===== src/inc/wake_pkg.sv =====
// Purpose: Shared constants and types for the wake input and interrupt block.
// Assumes: 125 MHz system clock.
// Notes: Times are kept in their own unit and converted to cycle counts here.
`default_nettype none
package wake_pkg;
	// Clock period in picoseconds
	localparam int CLOCK_PERIOD_PS = 8000;
	// Wake filter time in microseconds, typical
	localparam int WAKE_FILTER_US = 16;
	// Interrupt pulse width in microseconds, typical
	localparam int IRQ_PULSE_US = 100;
	// Minimum interrupt gap in microseconds, typical
	localparam int IRQ_GAP_US = 100;
	// Cycle counts derived from the times above
	localparam int WAKE_FILTER_CYC = (WAKE_FILTER_US * 1000000) / CLOCK_PERIOD_PS;
	localparam int IRQ_PULSE_CYC = (IRQ_PULSE_US * 1000000) / CLOCK_PERIOD_PS;
	localparam int IRQ_GAP_CYC = (IRQ_GAP_US * 1000000) / CLOCK_PERIOD_PS;
	// Bias select encodings
	localparam logic [1:0] BIAS_NONE = 2'h0;
	localparam logic [1:0] BIAS_PULL_DOWN = 2'h1;
	localparam logic [1:0] BIAS_PULL_UP = 2'h2;
	localparam logic [1:0] BIAS_AUTO = 2'h3;
	// Reset value of the bias select field
	localparam logic [1:0] BIAS_RESET = 2'h0;
	// Operating mode of the chip
	typedef enum logic [2:0] {
		MODE_NORMAL,
		MODE_STOP,
		MODE_SLEEP,
		MODE_FAIL_SAFE,
		MODE_RESTART
	} op_mode_t;
endpackage
`default_nettype wire


===== src/rtl/wake_filter.sv =====
// Purpose: Synchronise the wake pin and accept a level only once it has held.
// Assumes: The pin is asynchronous to clock.
// Notes: The first synchroniser stage feeds only the second.
`default_nettype none
module wake_filter #(
	parameter int FILTER_CYC = 2000 // Cycles a new level must persist
) (
	input wire logic clock, // System clock
	input wire logic reset_n, // Asynchronous reset, active low
	input wire logic pin_async, // Raw pin level
	output logic raw_level, // Synchronised level, no filtering
	output logic filt_level, // Filtered level
	output logic filt_edge // One-cycle pulse on each accepted change
);
	localparam int CW = $clog2(FILTER_CYC + 1);
	// Three-stage synchroniser
	logic s1_q, s2_q, s3_q;
	// Persistence counter
	logic [CW-1:0] cnt_q;
	logic filt_q, edge_q;
	// Stable once second and third stage agree
	wire stable = (s2_q == s3_q);
	wire differs = stable && (s3_q != filt_q);
	wire done = differs && (cnt_q == CW'(FILTER_CYC - 1));

	// Synchroniser chain
	always_ff @(posedge clock or negedge reset_n) begin
		if (!reset_n) begin
			s1_q <= 1'b0;
			s2_q <= 1'b0;
			s3_q <= 1'b0;
		end else begin
			s1_q <= pin_async;
			s2_q <= s1_q;
			s3_q <= s2_q;
		end
	end

	// Count how long a differing level has held; any bounce restarts it
	always_ff @(posedge clock or negedge reset_n) begin
		if (!reset_n) begin
			cnt_q <= '0;
			filt_q <= 1'b0;
			edge_q <= 1'b0;
		end else begin
			edge_q <= done;
			if (done) begin
				filt_q <= s3_q;
				cnt_q <= '0;
			end else if (differs) begin
				cnt_q <= cnt_q + CW'(1);
			end else begin
				cnt_q <= '0;
			end
		end
	end

	assign raw_level = s3_q;
	assign filt_level = filt_q;
	assign filt_edge = edge_q;
endmodule // wake_filter
`default_nettype wire


===== src/rtl/wake_irq.sv =====
// How it works
// - Every pin edge makes a wake event.
// - Interrupt in normal/stop, wake in sleep/fail-safe.
// - Fail-safe pin edge always requests restart.
// - Stop-mode modulation follows pin when selected.
// - Modulation select uses unfiltered pin level.
// - Static or cyclic sensing selectable.
// - Edge accepted after filter time persists.
// - Enable bit gates wake and interrupt.
// - Pin level readable in normal/stop.
// - Pin wake sets pin event flag.
// - Two-bit bias field encodes four modes.
// - Auto bias follows detected pin level.
// - Interrupt low for pulse time, then high.
// - Gap high time between interrupt pulses.
// - Pulse and gap both typically 100 us.
// - Interrupt never changes operating mode.
// - Status events interrupt only if enabled.
// - Level status never interrupts nor latches.
// - Entering stop with flags pending interrupts.
// - Stop-mode PFM to PWM switch interrupts.
// - Status registers update at pulse fall.
// - Events stay latched until cleared.
// Purpose: Wake pin input and interrupt pulse generator.
// Assumes: Mode and status clears come from the chip's control logic.
// Notes: Status visible to software takes new events only at interrupt pulse start; clears apply at once.
`default_nettype none
module wake_irq
	import wake_pkg::*;
#(
	parameter int FILTER_CYC = WAKE_FILTER_CYC, // Wake filter cycles
	parameter int PULSE_CYC = IRQ_PULSE_CYC, // Interrupt low cycles
	parameter int GAP_CYC = IRQ_GAP_CYC // Minimum high cycles
) (
	input wire logic clock, // 125 MHz system clock
	input wire logic reset_n, // Asynchronous reset, active low
	input wire logic hv_wake_pin, // Wake pin comparator output
	input wire wake_pkg::op_mode_t op_mode, // Current operating mode
	input wire logic wake_pin_enable, // Pin acts as wake source
	input wire logic cyclic_sense, // 1 selects cyclic sensing
	input wire logic cyclic_window, // Cyclic sense window open
	input wire logic stop_modulation_by_pin, // Pin picks modulation in stop
	input wire logic [1:0] wake_bias_control, // Bias select high/low
	input wire logic [7:0] other_events, // Other wake events, one-cycle pulses
	input wire logic [7:0] other_enables, // Wake enables for other events
	input wire logic stop_entry, // Pulse: commanded into stop mode
	input wire logic pfm_to_pwm, // Pulse: buck switched PFM to PWM
	input wire logic clear_first, // Pulse: clear first status register
	input wire logic clear_second, // Pulse: clear second status register
	output logic irq_n, // Interrupt output, active low
	output logic wake_request, // Pulse: wake chip from sleep
	output logic restart_request, // Pulse: fail-safe to restart
	output logic modulation_pwm, // 1 selects PWM in stop
	output logic pull_up_en, // Pin pull-up current on
	output logic pull_down_en, // Pin pull-down current on
	output logic wake_level_status, // Pin level, normal and stop
	output logic wake_pin_event_flag, // Visible first status: pin wake
	output logic [7:0] wake_status_second // Visible second status
);
	import wake_pkg::*;

	localparam int CW = $clog2((PULSE_CYC > GAP_CYC ? PULSE_CYC : GAP_CYC) + 1);

	// Interrupt sequencer states
	typedef enum logic [1:0] {
		IRQ_IDLE,
		IRQ_LOW,
		IRQ_GAP
	} irq_state_t;

	logic raw_level, filt_level, filt_edge;
	irq_state_t state_q, state_d;
	logic [CW-1:0] cnt_q;
	logic pend_q; // Interrupt waiting for the sequencer
	logic pin_flag_q; // Latched pin event, internal
	logic [7:0] second_q; // Latched other events, internal
	logic irq_n_q, wake_q, restart_q, pwm_q, pu_q, pd_q, lvl_q, vis_pin_q;
	logic [7:0] vis_second_q;

	wake_filter #(
		.FILTER_CYC(FILTER_CYC)
	) u_filter (
		.clock(clock),
		.reset_n(reset_n),
		.pin_async(hv_wake_pin),
		.raw_level(raw_level),
		.filt_level(filt_level),
		.filt_edge(filt_edge)
	);

	// Mode decode
	wire mode_run = (op_mode == MODE_NORMAL) || (op_mode == MODE_STOP);
	wire mode_stop = (op_mode == MODE_STOP);
	wire mode_sleep = (op_mode == MODE_SLEEP);
	wire mode_fs = (op_mode == MODE_FAIL_SAFE);
	// Cyclic sensing only listens inside its window
	wire sense_open = !cyclic_sense || cyclic_window;
	wire pin_edge = filt_edge && sense_open;
	// Pin used as modulation select gets no wake role in stop
	wire pin_is_mod = mode_stop && stop_modulation_by_pin;
	wire pin_event = pin_edge && wake_pin_enable && !pin_is_mod;
	wire pin_irq_ev = pin_event && mode_run;
	wire pin_wake_ev = pin_event && mode_sleep;
	wire fs_restart = pin_edge && mode_fs;
	wire [7:0] other_live = other_events & other_enables;
	wire any_flag = pin_flag_q || (|second_q);
	wire stop_pending = stop_entry && any_flag;
	wire buck_irq = pfm_to_pwm && mode_stop;
	// Status events raise interrupts only in normal and stop
	wire irq_cause = pin_irq_ev || (mode_run && (|other_live)) || stop_pending || buck_irq;
	wire pulse_done = (state_q == IRQ_LOW) && (cnt_q == CW'(PULSE_CYC - 1));
	wire gap_done = (state_q == IRQ_GAP) && (cnt_q == CW'(GAP_CYC - 1));
	wire pulse_start = (state_q == IRQ_IDLE) && (pend_q || irq_cause);
	// Auto bias follows the filtered level
	wire bias_up = (wake_bias_control == BIAS_PULL_UP) ||
		((wake_bias_control == BIAS_AUTO) && filt_level);
	wire bias_down = (wake_bias_control == BIAS_PULL_DOWN) ||
		((wake_bias_control == BIAS_AUTO) && !filt_level);

	// Sequencer next state; a cause during low or gap waits as pending
	always_comb begin
		state_d = state_q;
		case (state_q)
			IRQ_IDLE: begin
				if (pend_q || irq_cause)
					state_d = IRQ_LOW;
			end
			IRQ_LOW: begin
				if (pulse_done)
					state_d = IRQ_GAP;
			end
			IRQ_GAP: begin
				if (gap_done)
					state_d = IRQ_IDLE;
			end
			default: state_d = IRQ_IDLE;
		endcase
	end

	// Sequencer and pulse timing counter
	always_ff @(posedge clock or negedge reset_n) begin
		if (!reset_n) begin
			state_q <= IRQ_IDLE;
			cnt_q <= '0;
			pend_q <= 1'b0;
			irq_n_q <= 1'b1;
		end else begin
			state_q <= state_d;
			cnt_q <= (state_d != state_q) ? '0 : cnt_q + CW'(1);
			// Cause arriving while busy is kept for the next pulse
			pend_q <= (state_q != IRQ_IDLE) && (pend_q || irq_cause);
			irq_n_q <= (state_d != IRQ_LOW);
		end
	end

	// Latched events: set wins over clear
	always_ff @(posedge clock or negedge reset_n) begin
		if (!reset_n) begin
			pin_flag_q <= 1'b0;
			second_q <= 8'h00;
		end else begin
			pin_flag_q <= pin_event && (mode_run || mode_sleep) ||
				(pin_flag_q && !clear_first);
			second_q <= other_live | (second_q & {8{!clear_second}});
		end
	end

	// Visible status copies, refreshed at each falling interrupt edge
	always_ff @(posedge clock or negedge reset_n) begin
		if (!reset_n) begin
			vis_pin_q <= 1'b0;
			vis_second_q <= 8'h00;
		end else if (pulse_start) begin
			// Same values the latched copies take at this edge, clears included
			vis_pin_q <= (pin_flag_q && !clear_first) || pin_irq_ev;
			vis_second_q <= (second_q & {8{!clear_second}}) | other_live;
		end else begin
			// Clears still reach software without an interrupt
			vis_pin_q <= vis_pin_q && !clear_first;
			vis_second_q <= vis_second_q & {8{!clear_second}};
		end
	end

	// Wake requests, bias, modulation and level; none of these touch the mode
	always_ff @(posedge clock or negedge reset_n) begin
		if (!reset_n) begin
			wake_q <= 1'b0;
			restart_q <= 1'b0;
			pwm_q <= 1'b0;
			pu_q <= 1'b0;
			pd_q <= 1'b0;
			lvl_q <= 1'b0;
		end else begin
			wake_q <= pin_wake_ev;
			restart_q <= fs_restart;
			// Unfiltered level: the controller drives the pin firmly
			if (pin_is_mod)
				pwm_q <= raw_level;
			pu_q <= bias_up;
			pd_q <= bias_down;
			// Plain level, never latched and never an interrupt source
			if (mode_run)
				lvl_q <= filt_level;
		end
	end

	assign irq_n = irq_n_q;
	assign wake_request = wake_q;
	assign restart_request = restart_q;
	assign modulation_pwm = pwm_q;
	assign pull_up_en = pu_q;
	assign pull_down_en = pd_q;
	assign wake_level_status = lvl_q;
	assign wake_pin_event_flag = vis_pin_q;
	assign wake_status_second = vis_second_q;
endmodule // wake_irq
`default_nettype wire


===== config.mk =====
export PLATFORM = sky130hd
export DESIGN_NAME = wake_irq
export DESIGN_NICKNAME = d
export VERILOG_FILES = /design/src/inc/wake_pkg.sv /design/src/rtl/wake_filter.sv /design/src/rtl/wake_irq.sv
export SDC_FILE = /design/constraint.sdc
export NUM_CORES = 1
export LEC_CHECK = 0
export BUFFER_PORTS_ARGS = -buffer_cell sky130_fd_sc_hd__buf_2
export CAP_MARGIN = 25
export CORE_UTILIZATION = 45
export CTS_BUF_LIST = sky130_fd_sc_hd__clkbuf_8
export DETAILED_ROUTE_END_ITERATION = 16
export PLACE_DENSITY = 0.78
export RECOVER_POWER = 100
export SETUP_SLACK_MARGIN = 0.2
export SYNTH_ARGS = -nofsm -noshare
export SYNTH_HDL_FRONTEND = slang
export SYNTH_SLANG_ARGS = --single-unit

===== constraint.sdc =====
create_clock -name clock -period 3.9 [get_ports clock]
set_clock_uncertainty 0.2 [all_clocks]
set_input_delay 0.195 -clock clock [delete_from_list [all_inputs] [get_ports clock]]
set_output_delay 0.195 -clock clock [all_outputs]
set_load 0.05 [all_outputs]

==> results.sh, run 1 <==
export IMPL_status="finished with violations"
export IMPL_violations="capacitance limit, slew limit"
export IMPL_firstDrtPassIters=4
export IMPL_max_cap_violations=1
export IMPL_num_io_pins=48
export IMPL_avgSynthCellArea_um2=10.9
export IMPL_worst_pin_slew_ns=2.04
export IMPL_worst_setup_path_end_kind="register"
export IMPL_synth_mux_area_share_pct=5.17
export IMPL_post_drt_wl_per_cell_um=13.3
export IMPL_slew_viol_final=41
export IMPL_total_leakage_power_nw=1.52
export IMPL_switching_share_pct=26.0
export IMPL_postRouteAntennaNets=0
export IMPL_seq_power_share_pct=49.9
export IMPL_holdPathEnd="irq_n"
export IMPL_portBuffers=47
export IMPL_r2r_end="cnt_q[11]"
export IMPL_synth_area_leader_cell="dfrtp_1"
export IMPL_synth_simple_area_share_pct=21.0
export IMPL_synth_area_leaders="dfrtp_1 56%, nor2_1 4.7%, mux2_2 4.4%, xor2_1 3.8%, xnor2_1 3.4%"
export IMPL_finalCritPeriodShare_pct=77.6
export IMPL_hold_depth=4
export IMPL_ys_flop_type="dfrtp_1"
export IMPL_synth_seq_cells=58
export IMPL_hp_class="in2reg"
export IMPL_grt_max_degree=41
export IMPL_ir_worst_vdd_mv=0.196
export IMPL_seq_area_frac_synth_pct=56.6
export IMPL_yosysWarnings=0
export IMPL_area_delta_synth_final_pct=28.4
export IMPL_first_global_vias=1966
export IMPL_cts_hold_buf=27
export IMPL_total_power_mw=1.40
export IMPL_setup_viol=0
export IMPL_yosysUniqueCellTypes=34
export IMPL_arrival_ns=3.04
export IMPL_clock_sinks=58
export IMPL_p_int_mw=1.04
export IMPL_clock_latency_ns=0.33
export IMPL_fmax_mhz=330
export IMPL_crit_type="in2reg"
export IMPL_drtIter0Drc=109
export IMPL_via_count=1964
export IMPL_met2_usage_pct=30.9
export IMPL_syn_cell_area_mm2=0.00257
export IMPL_dieWidth_um=77.5
export IMPL_netlist_area_leader_share_pct=55.6
export IMPL_p_clk_share_pct=38.1
export IMPL_synth_top_family_by_area="simple AND/OR/NAND/NOR gates"
export IMPL_hp_start="stop_entry"
export IMPL_layout_nets=352
export IMPL_grt_pass1_wl_um=8760
export IMPL_r2r_start="cnt_q[2]"
export IMPL_critPathMaxFanout=9
export IMPL_gr_total_overflow=0
export IMPL_fin_setup_tns_ns=0
export IMPL_grt_use_met3_pct=6.00
export IMPL_min_period_ns=3.03
export IMPL_drcViolationCount=0
export IMPL_fp_row_count=27
export IMPL_max_slew_margin_rel_pct=-35.8
export IMPL_synth_compound_gate_area_share_pct=6.73
export IMPL_gp_congestion=0.809
export IMPL_dp_cells=352
export IMPL_die_h_um=77.5
export IMPL_routed_wirelength_um=5260
export IMPL_fill_cells=424
export IMPL_clk_pin_slew_ns=0.06
export IMPL_cts_resized=0
export IMPL_clockRootBuffer="clkbuf_8"
export IMPL_dpl_hpwl_um=3240
export IMPL_critPathLaunchType="input port"
export IMPL_cp_required_ns=3.91
export IMPL_drive_gt1_share_pct=18.0
export IMPL_coreArea_mm2=0.00551
export IMPL_p_per_area_mw_per_mm2=426
export IMPL_p_sw_mw=0.365
export IMPL_grt_antenna_before_repair=0
export IMPL_rrSetupSlack_ns=1.21
export IMPL_synth_adder_area_share_pct=0.975
export IMPL_cts_tree="yes"
export IMPL_htree_levels=3
export IMPL_dieArea_mm2=0.00601
export IMPL_synth_net_count=269
export IMPL_grt_busiest_layer="met2"
export IMPL_cts_buffers=9
export IMPL_use_met1_pct=23.0
export IMPL_vias_per_cell=4.97
export IMPL_finalHoldViolations=0
export IMPL_synthXorXnorAreaFrac_pct=7.17
export IMPL_synth_edff_count=0
export IMPL_postCtsSetupBuffers=0
export IMPL_async_flop_share_pct=100
export IMPL_fin_cells=395
export IMPL_gr_usage_all_layers_pct=19.1
export IMPL_antennaDiodeCount=0
export IMPL_comb_power_share_pct=12.0
export IMPL_clockBufferDepth=2
export IMPL_r2r_cells=5
export IMPL_syn_inst=235
export IMPL_rsz0062_at_grt="false"
export IMPL_initial_core_util_pct=46.6
## registers in the layout, indices dropped and copies added (netlist names), 2 cells and up
signal	count
cnt_q	14
u_filter.cnt_q	11
second_q	8
wake_status_second	8
state_q	2
## how the worst max path moves through the flow
stage | startpoint | end | slack [ns]
2_1_floorplan | cnt_q[2] | cnt_q[12] | 1.90
3_3_place_gp | cnt_q[2] | cnt_q[4] | 1.62
3_5_place_dp | cnt_q[2] | cnt_q[11] | 1.56
4_1_cts | cnt_q[2] | cnt_q[11] | 1.54
5_1_grt | op_mode[1] | wake_status_second[1] | 0.74
6_report | op_mode[1] | wake_status_second[1] | 0.87
## synth_stat cells, types with 3 or more instances
cell,n
a21oi_1,6
and3_1,7
and4_1,4
dfrtp_1,57
inv_1,11
mux2_2,10
nand2_1,15
nand2b_1,6
nand3_1,12
nand4_1,5
nor2_1,32
nor2b_1,12
nor3_1,3
o21ai_0,11
xnor2_1,10
xor2_1,11
## critical path: stages
cell           delay (ns)
dlygate4sd3_1        0.53
clkbuf_1             0.12
nor2_1               0.36
a31o_2               0.21
a21oi_1              0.07
a21boi_0             1.11
mux2_2               0.43
## through the flow
stage                     area (µm²)  worst slack (ns)  hold WS (ns)  utilization [%]
after CTS                       3350              1.54        0.0499             60.8
after global routing            3300             0.743        0.0270             59.9
final                           3300             0.873        0.0210             59.9
after detailed placement        2880              1.56         0.108             52.3
after floorplan                 2570              1.90        -0.301                -
after global placement          2880              1.62         0.103             52.3
## power groups by stage
| stage | logic (mW) | registers [mW] | clock network, mW |
|---|---|---|---|
| after CTS | 0.171 | 0.700 | 0.547 |
| after global placement | 0.147 | 0.708 | 0 |
| final | 0.168 | 0.700 | 0.534 |
| after detailed placement | 0.152 | 0.709 | 0 |
| after global routing | 0.190 | 0.709 | 0.570 |
| after floorplan | 0.0894 | 0.710 | 0 |
## cell usage in the layout, fill, tap and decap left out, types with 11 or more instances in the layout
master	Yosys	routed
xor2_1	11	11
dlygate4sd3_1	0	27
clkbuf_1	2	20
dfrtp_1	57	57
o21ai_0	11	11
nor2_1	32	32
nor2b_1	12	12
nand3_1	12	12
buf_2	0	27
nand2_1	15	15
inv_1	11	12
## per-layer routing
metal / up-vias / wire (µm)
met4: 0 / 87
met2: 56 / 2500
met3: 8 / 257
met5: - / 0
li1: 966 / -
met1: 934 / 2420
## area by class of cell
cell class | count | area [µm²] | share of cell area, %
Clock buffer | 10 | 138 | 4.18
Clock inverter | 6 | 57.6 | 1.75
Multi-Input combinational cell | 163 | 1030 | 31.2
Tap cell | 72 | 90.1 | 2.73
Inverter | 11 | 41.3 | 1.25
Sequential cell | 58 | 1450 | 44.1
Timing Repair Buffer | 75 | 488 | 14.8
## kinds of logic after synthesis
family,Yosys count
AO/OA/AOI/OAI,24
XOR/XNOR,21
adder cells (fa/ha/maj),2
buffers and inverters,14
flip-flops,58
multiplexers,12
AND/OR/NAND/NOR,104
Power figures use the tool's default switching activity.
==> run 2: changes to the inputs <==
==> constraint.sdc (replaced) <==
create_clock -name clock -period 3.06 [get_ports clock]
set_clock_uncertainty 0.2 [all_clocks]
set_input_delay 0.153 -clock clock [delete_from_list [all_inputs] [get_ports clock]]
set_output_delay 0.153 -clock clock [all_outputs]
set_load 0.05 [all_outputs]
==> results.sh, run 2 (synthesis gave the netlist of run 1 again) <==
export IMPL_design_area_mm2=0.00332
export IMPL_arrival_ns=2.65
export IMPL_final_common_cell="dfrtp_1"
export IMPL_max_slew_margin_rel_pct=21.1
export IMPL_initial_core_util_pct=46.6
export IMPL_top_regs="cnt_q: 14 flops, u_filter.cnt_q: 11 flops"
export IMPL_top_register="cnt_q"
export IMPL_gr_usage_all_layers_pct=21.3
export IMPL_critPathLaunchType="input port"
export IMPL_grt_antenna_before_repair=0
export IMPL_crit_buf_inv=2
export IMPL_coreArea_mm2=0.00551
export IMPL_postRouteAntennaNets=0
export IMPL_drcViolationCount=0
export IMPL_area_delta_synth_final_pct=29.4
export IMPL_firstDrtPassIters=4
export IMPL_cp_required_ns=3.07
export IMPL_fp_row_count=27
export IMPL_grt_max_degree=37
export IMPL_vias_per_cell=5.14
export IMPL_hp_class="in2reg"
export IMPL_clockBufferDepth=2
export IMPL_cp_cell_sequence="dlygate4sd3_1, clkbuf_1, nor2_1, a31o_2, a21oi_1, a21boi_1, mux2_2"
export IMPL_setup_viol=0
export IMPL_finalCritPeriodShare_pct=86.1
export IMPL_violations="hold timing"
export IMPL_critPathMaxFanout=9
export IMPL_slew_viol_final=0
export IMPL_gp_congestion=0.807
export IMPL_post_dp_cell_area_mm2=0.00288
export IMPL_layout_common_cells="57 x dfrtp_1, 32 x nor2_1, 28 x dlygate4sd3_1, 26 x buf_2, 21 x clkbuf_1"
export IMPL_min_period_ns=2.63
export IMPL_antennaDiodeCount=0
export IMPL_routed_wirelength_um=5710
export IMPL_slowest_stage="a21boi_1"
export IMPL_total_leakage_power_nw=1.52
export IMPL_fmax_mhz=380
export IMPL_clock_latency_ns=0.34
export IMPL_fill_cells=425
export IMPL_p_per_area_mw_per_mm2=550
export IMPL_clk_pin_slew_ns=0.07
export IMPL_via_count=2035
export IMPL_worst_pin_slew_ns=1.18
export IMPL_dieArea_mm2=0.00601
export IMPL_post_drt_wl_per_cell_um=14.4
export IMPL_gr_total_overflow=0
export IMPL_ir_worst_vdd_mv=0.240
export IMPL_path_delay_family="compound AO/OA/AOI/OAI gates"
export IMPL_cts_tree="yes"
export IMPL_status="finished with violations"
export IMPL_timing_hold_ws_ns=-0.0109
export IMPL_first_global_vias=2119
export IMPL_dieWidth_um=77.5
export IMPL_drtIter0Drc=105
export IMPL_cts_hold_buf=28
export IMPL_num_io_pins=48
export IMPL_rsz0062_at_grt="false"
export IMPL_crit_type="in2reg"
export IMPL_cp_slowest_stage_delay_ns=0.76
export IMPL_cts_resized=0
export IMPL_finalHoldViolations=1
export IMPL_drive_gt1_share_pct=18.5
export IMPL_grt_pass1_wl_um=9720
export IMPL_fin_setup_tns_ns=0
export IMPL_portBuffers=47
export IMPL_cts_buffers=9
export IMPL_postCtsSetupBuffers=0
export IMPL_clockRootBuffer="clkbuf_8"
export IMPL_layout_nets=353
export IMPL_max_cap_violations=0
export IMPL_dpl_hpwl_um=3230
export IMPL_worst_setup_path_end_kind="register"
export IMPL_largest_register_ffs=14
export IMPL_htree_levels=3
export IMPL_die_h_um=77.5
export IMPL_clock_sinks=58
-- run 2: changes by cell type in the layout (fill, tap and decap cells not counted), sizes merged --
| cell | change |
|---|---|
| clkinvlp | +1 |
| clkbuf | +3 |
| dlygate4sd3 | +1 |
| inv | -1 |
| buf | -2 |
| clkinv | -1 |
-- run 2: worst reg2reg max path: cells and delay by family (launching register included) --
kind / cells / cell delay, ns
DFF: 1 / 0.42
and+or+nand+nor: 4 / 1.09
AOI/OAI and AO/OA: 1 / 0.58
-- run 2: area by class of cell --
type                    count  area, µm²  area share [%]
flip-flops and latches     58       1450            43.8
multi-input cells         163       1040            31.2
repair buffers             76        494            14.9
clock buffers              11        151            4.56
well taps                  72       90.1            2.71
clock inverters             5       52.6            1.58
inverters                  11       41.3            1.24
-- run 2: per-layer routing --
layer	global-route usage, %	vias to the layer above	wire length (µm)
li1	-	962	-
met1	24.5	986	2490
met2	36.5	70	2760
met3	5.29	17	286
met4	11.3	0	163
met5	0	-	0
-- run 2: final timing paths --
check | from | to | slack, ns | depth (start not counted)
max in group asynchronous | reset_n | wake_status_second[7] | 0.80 | 3
min in group asynchronous | reset_n | u_filter.filt_edge | 0.37 | 2
hold reg to reg | u_filter.s1_q | u_filter.s2_q | 0.14 | 0
hold / removal | stop_entry | pend_q | -0.01 | 3
setup reg to reg | cnt_q[2] | cnt_q[6] | 0.64 | 5
setup / recovery | op_mode[1] | wake_status_second[7] | 0.43 | 7
-- run 2: power by group --
part           total, mW  internal, mW  switching (mW)
Combinational      0.215         0.101           0.114
Sequential         0.894         0.830          0.0641
Clock              0.715         0.416           0.300
-- run 2: through the flow --
step / total power [mW] / std cells / setup WS (ns) / hold slack (ns) / util [%]
final: 1.82 / 396 / 0.426 / -0.0109 / 60.3
after CTS: 1.83 / 396 / 0.708 / 0.00398 / 61.1
after global routing: 1.92 / 396 / 0.288 / 0.0396 / 60.3
after floorplan: 1.02 / 235 / 1.06 / -0.343 / -
after global placement: 1.09 / 352 / 0.781 / -0.0615 / 52.3
after detailed placement: 1.09 / 352 / 0.728 / -0.0546 / 52.3
==> run 3: changes to the inputs <==
--- a/config.mk
+++ b/config.mk
@@ -12,6 +12,7 @@
 export DETAILED_ROUTE_END_ITERATION = 16
 export PLACE_DENSITY = 0.78
 export RECOVER_POWER = 100
+export REMOVE_ABC_BUFFERS = 1
 export SETUP_SLACK_MARGIN = 0.2
 export SYNTH_ARGS = -nofsm -noshare
 export SYNTH_HDL_FRONTEND = slang
==> results.sh, run 3 (synthesis gave the netlist of run 1 again) <==
export IMPL_status="finished with violations"
export IMPL_violations="hold timing, capacitance limit, slew limit"
export IMPL_ir_worst_vdd_mv=0.292
export IMPL_postCtsSetupBuffers=0
export IMPL_portBuffers=47
export IMPL_gr_usage_all_layers_pct=19.6
export IMPL_clockBufferDepth=2
export IMPL_rsz0062_at_grt="false"
export IMPL_drive_gt1_share_pct=18.0
export IMPL_fp_row_count=27
export IMPL_dieWidth_um=77.5
export IMPL_layout_common_cells="57 x dfrtp_1, 32 x nor2_1, 27 x dlygate4sd3_1, 27 x buf_2, 20 x clkbuf_1"
export IMPL_max_slew_margin_rel_pct=-1.56
export IMPL_slew_viol_final=31
export IMPL_switching_share_pct=27.3
export IMPL_top_regs="cnt_q: 14 flops, u_filter.cnt_q: 11 flops"
export IMPL_setup_viol=0
export IMPL_slowest_stage="a21boi_1"
export IMPL_path_delay_family="compound AO/OA/AOI/OAI gates"
export IMPL_num_io_pins=48
export IMPL_finalCritPeriodShare_pct=86.0
export IMPL_cts_buffers=9
export IMPL_largest_register_ffs=14
export IMPL_clock_latency_ns=0.32
export IMPL_cp_slowest_stage_delay_ns=0.74
export IMPL_die_h_um=77.5
export IMPL_antennaDiodeCount=0
export IMPL_timing_hold_ws_ns=-0.0103
export IMPL_grt_pass1_wl_um=8960
export IMPL_worst_pin_slew_ns=1.52
export IMPL_clock_sinks=58
export IMPL_fin_setup_tns_ns=0
export IMPL_max_cap_violations=1
export IMPL_fill_cells=434
export IMPL_vias_per_cell=5.06
export IMPL_hp_class="in2reg"
export IMPL_htree_levels=3
export IMPL_finalHoldViolations=2
export IMPL_initial_core_util_pct=46.6
export IMPL_drtIter0Drc=99
export IMPL_critPathMaxFanout=9
export IMPL_arrival_ns=2.64
export IMPL_grt_max_degree=31
export IMPL_gr_total_overflow=0
export IMPL_p_sw_mw=0.453
export IMPL_crit_type="in2reg"
export IMPL_p_clk_share_pct=33.0
export IMPL_critPathLaunchType="input port"
export IMPL_area_delta_synth_final_pct=27.0
export IMPL_routed_wirelength_um=5340
export IMPL_firstDrtPassIters=4
export IMPL_first_global_vias=2024
export IMPL_post_drt_wl_per_cell_um=13.5
export IMPL_clk_pin_slew_ns=0.06
export IMPL_fmax_mhz=380
export IMPL_cp_cell_sequence="dlygate4sd3_1, clkbuf_1, nor2_1, a31o_2, a21oi_1, a21boi_1, mux2_2"
export IMPL_dieArea_mm2=0.00601
export IMPL_p_per_area_mw_per_mm2=510
export IMPL_cp_required_ns=3.06
export IMPL_dpl_hpwl_um=3330
export IMPL_comb_power_share_pct=13.0
export IMPL_coreArea_mm2=0.00551
export IMPL_top_register="cnt_q"
export IMPL_total_power_mw=1.66
export IMPL_drcViolationCount=0
export IMPL_total_leakage_power_nw=1.50
export IMPL_p_int_mw=1.21
export IMPL_crit_buf_inv=2
export IMPL_grt_antenna_before_repair=0
export IMPL_layout_nets=352
export IMPL_gp_congestion=0.815
export IMPL_clockRootBuffer="clkbuf_8"
export IMPL_worst_setup_path_end_kind="register"
export IMPL_final_common_cell="dfrtp_1"
export IMPL_cts_tree="yes"
export IMPL_min_period_ns=2.63
export IMPL_via_count=1995
export IMPL_seq_power_share_pct=54.0
export IMPL_postRouteAntennaNets=0
[run 3: path summary, 6_finish.rpt]
check | from | end | slack [ns] | cells after the start
setup / recovery | op_mode[1] | wake_status_second[0] | 0.43 | 7
hold / removal | stop_entry | pend_q | -0.01 | 3
setup reg to reg | cnt_q[2] | cnt_q[10] | 0.69 | 5
hold reg to reg | u_filter.s1_q | u_filter.s2_q | 0.16 | 0
max in group asynchronous | reset_n | cnt_q[5] | 0.68 | 3
min in group asynchronous | reset_n | modulation_pwm | 0.53 | 2
[run 3: power groups by stage]
| stage | Sequential [mW] | Combinational, mW | Clock (mW) |
|---|---|---|---|
| 2_1_floorplan | 0.905 | 0.112 | 0 |
| 4_1_cts | 0.894 | 0.218 | 0.563 |
| 5_1_grt | 0.906 | 0.241 | 0.603 |
| 6_report | 0.896 | 0.216 | 0.548 |
| 3_5_place_dp | 0.907 | 0.193 | 0 |
| 3_3_place_gp | 0.904 | 0.188 | 0 |
[run 3: layer usage]
metal | track usage, % | vias to the layer above | part of all wire [%]
li1 | - | 962 | -
met1 | 23.5 | 966 | 46
met2 | 31.9 | 59 | 49
met3 | 6.82 | 8 | 4.0
met4 | 8.49 | 0 | 1.5
met5 | 0 | - | 0
[run 3: final cells by class]
class | count | area, µm² | share of cell area (%)
clock buffers | 9 | 124 | 3.80
well taps | 72 | 90.1 | 2.76
multi-input cells | 163 | 1040 | 31.8
inverters | 11 | 41.3 | 1.27
flip-flops and latches | 58 | 1450 | 44.6
repair buffers | 75 | 485 | 14.9
clock inverters | 6 | 27.5 | 0.845
[run 3: worst register-to-register path, stage by stage (launching register included)]
cell     delay [ns]
dfrtp_1        0.42
or4b_1         0.53
nor3_1         0.23
nand4_1        0.13
a32oi_2        0.59
nor2_1         0.13
[run 3: what timing repair did]
action	CTS	global route
resized for setup	0	0
setup endpoints to repair	0	0
endpoints found under the hold margin	43	0
hold buffers	27	0
[run 3: stage by stage]
step,instance area (µm²),hold WS [ns],cells,util (%),setup WS (ns)
floorplan,2550,-0.343,232,-,0.994
global placement,2880,0.00961,352,52.3,0.797
detailed placement,2880,0.00750,352,52.3,0.714
CTS,3300,0.00626,394,60.0,0.704
global route,3260,0.00798,394,59.2,0.254
finish,3260,-0.0103,394,59.2,0.428
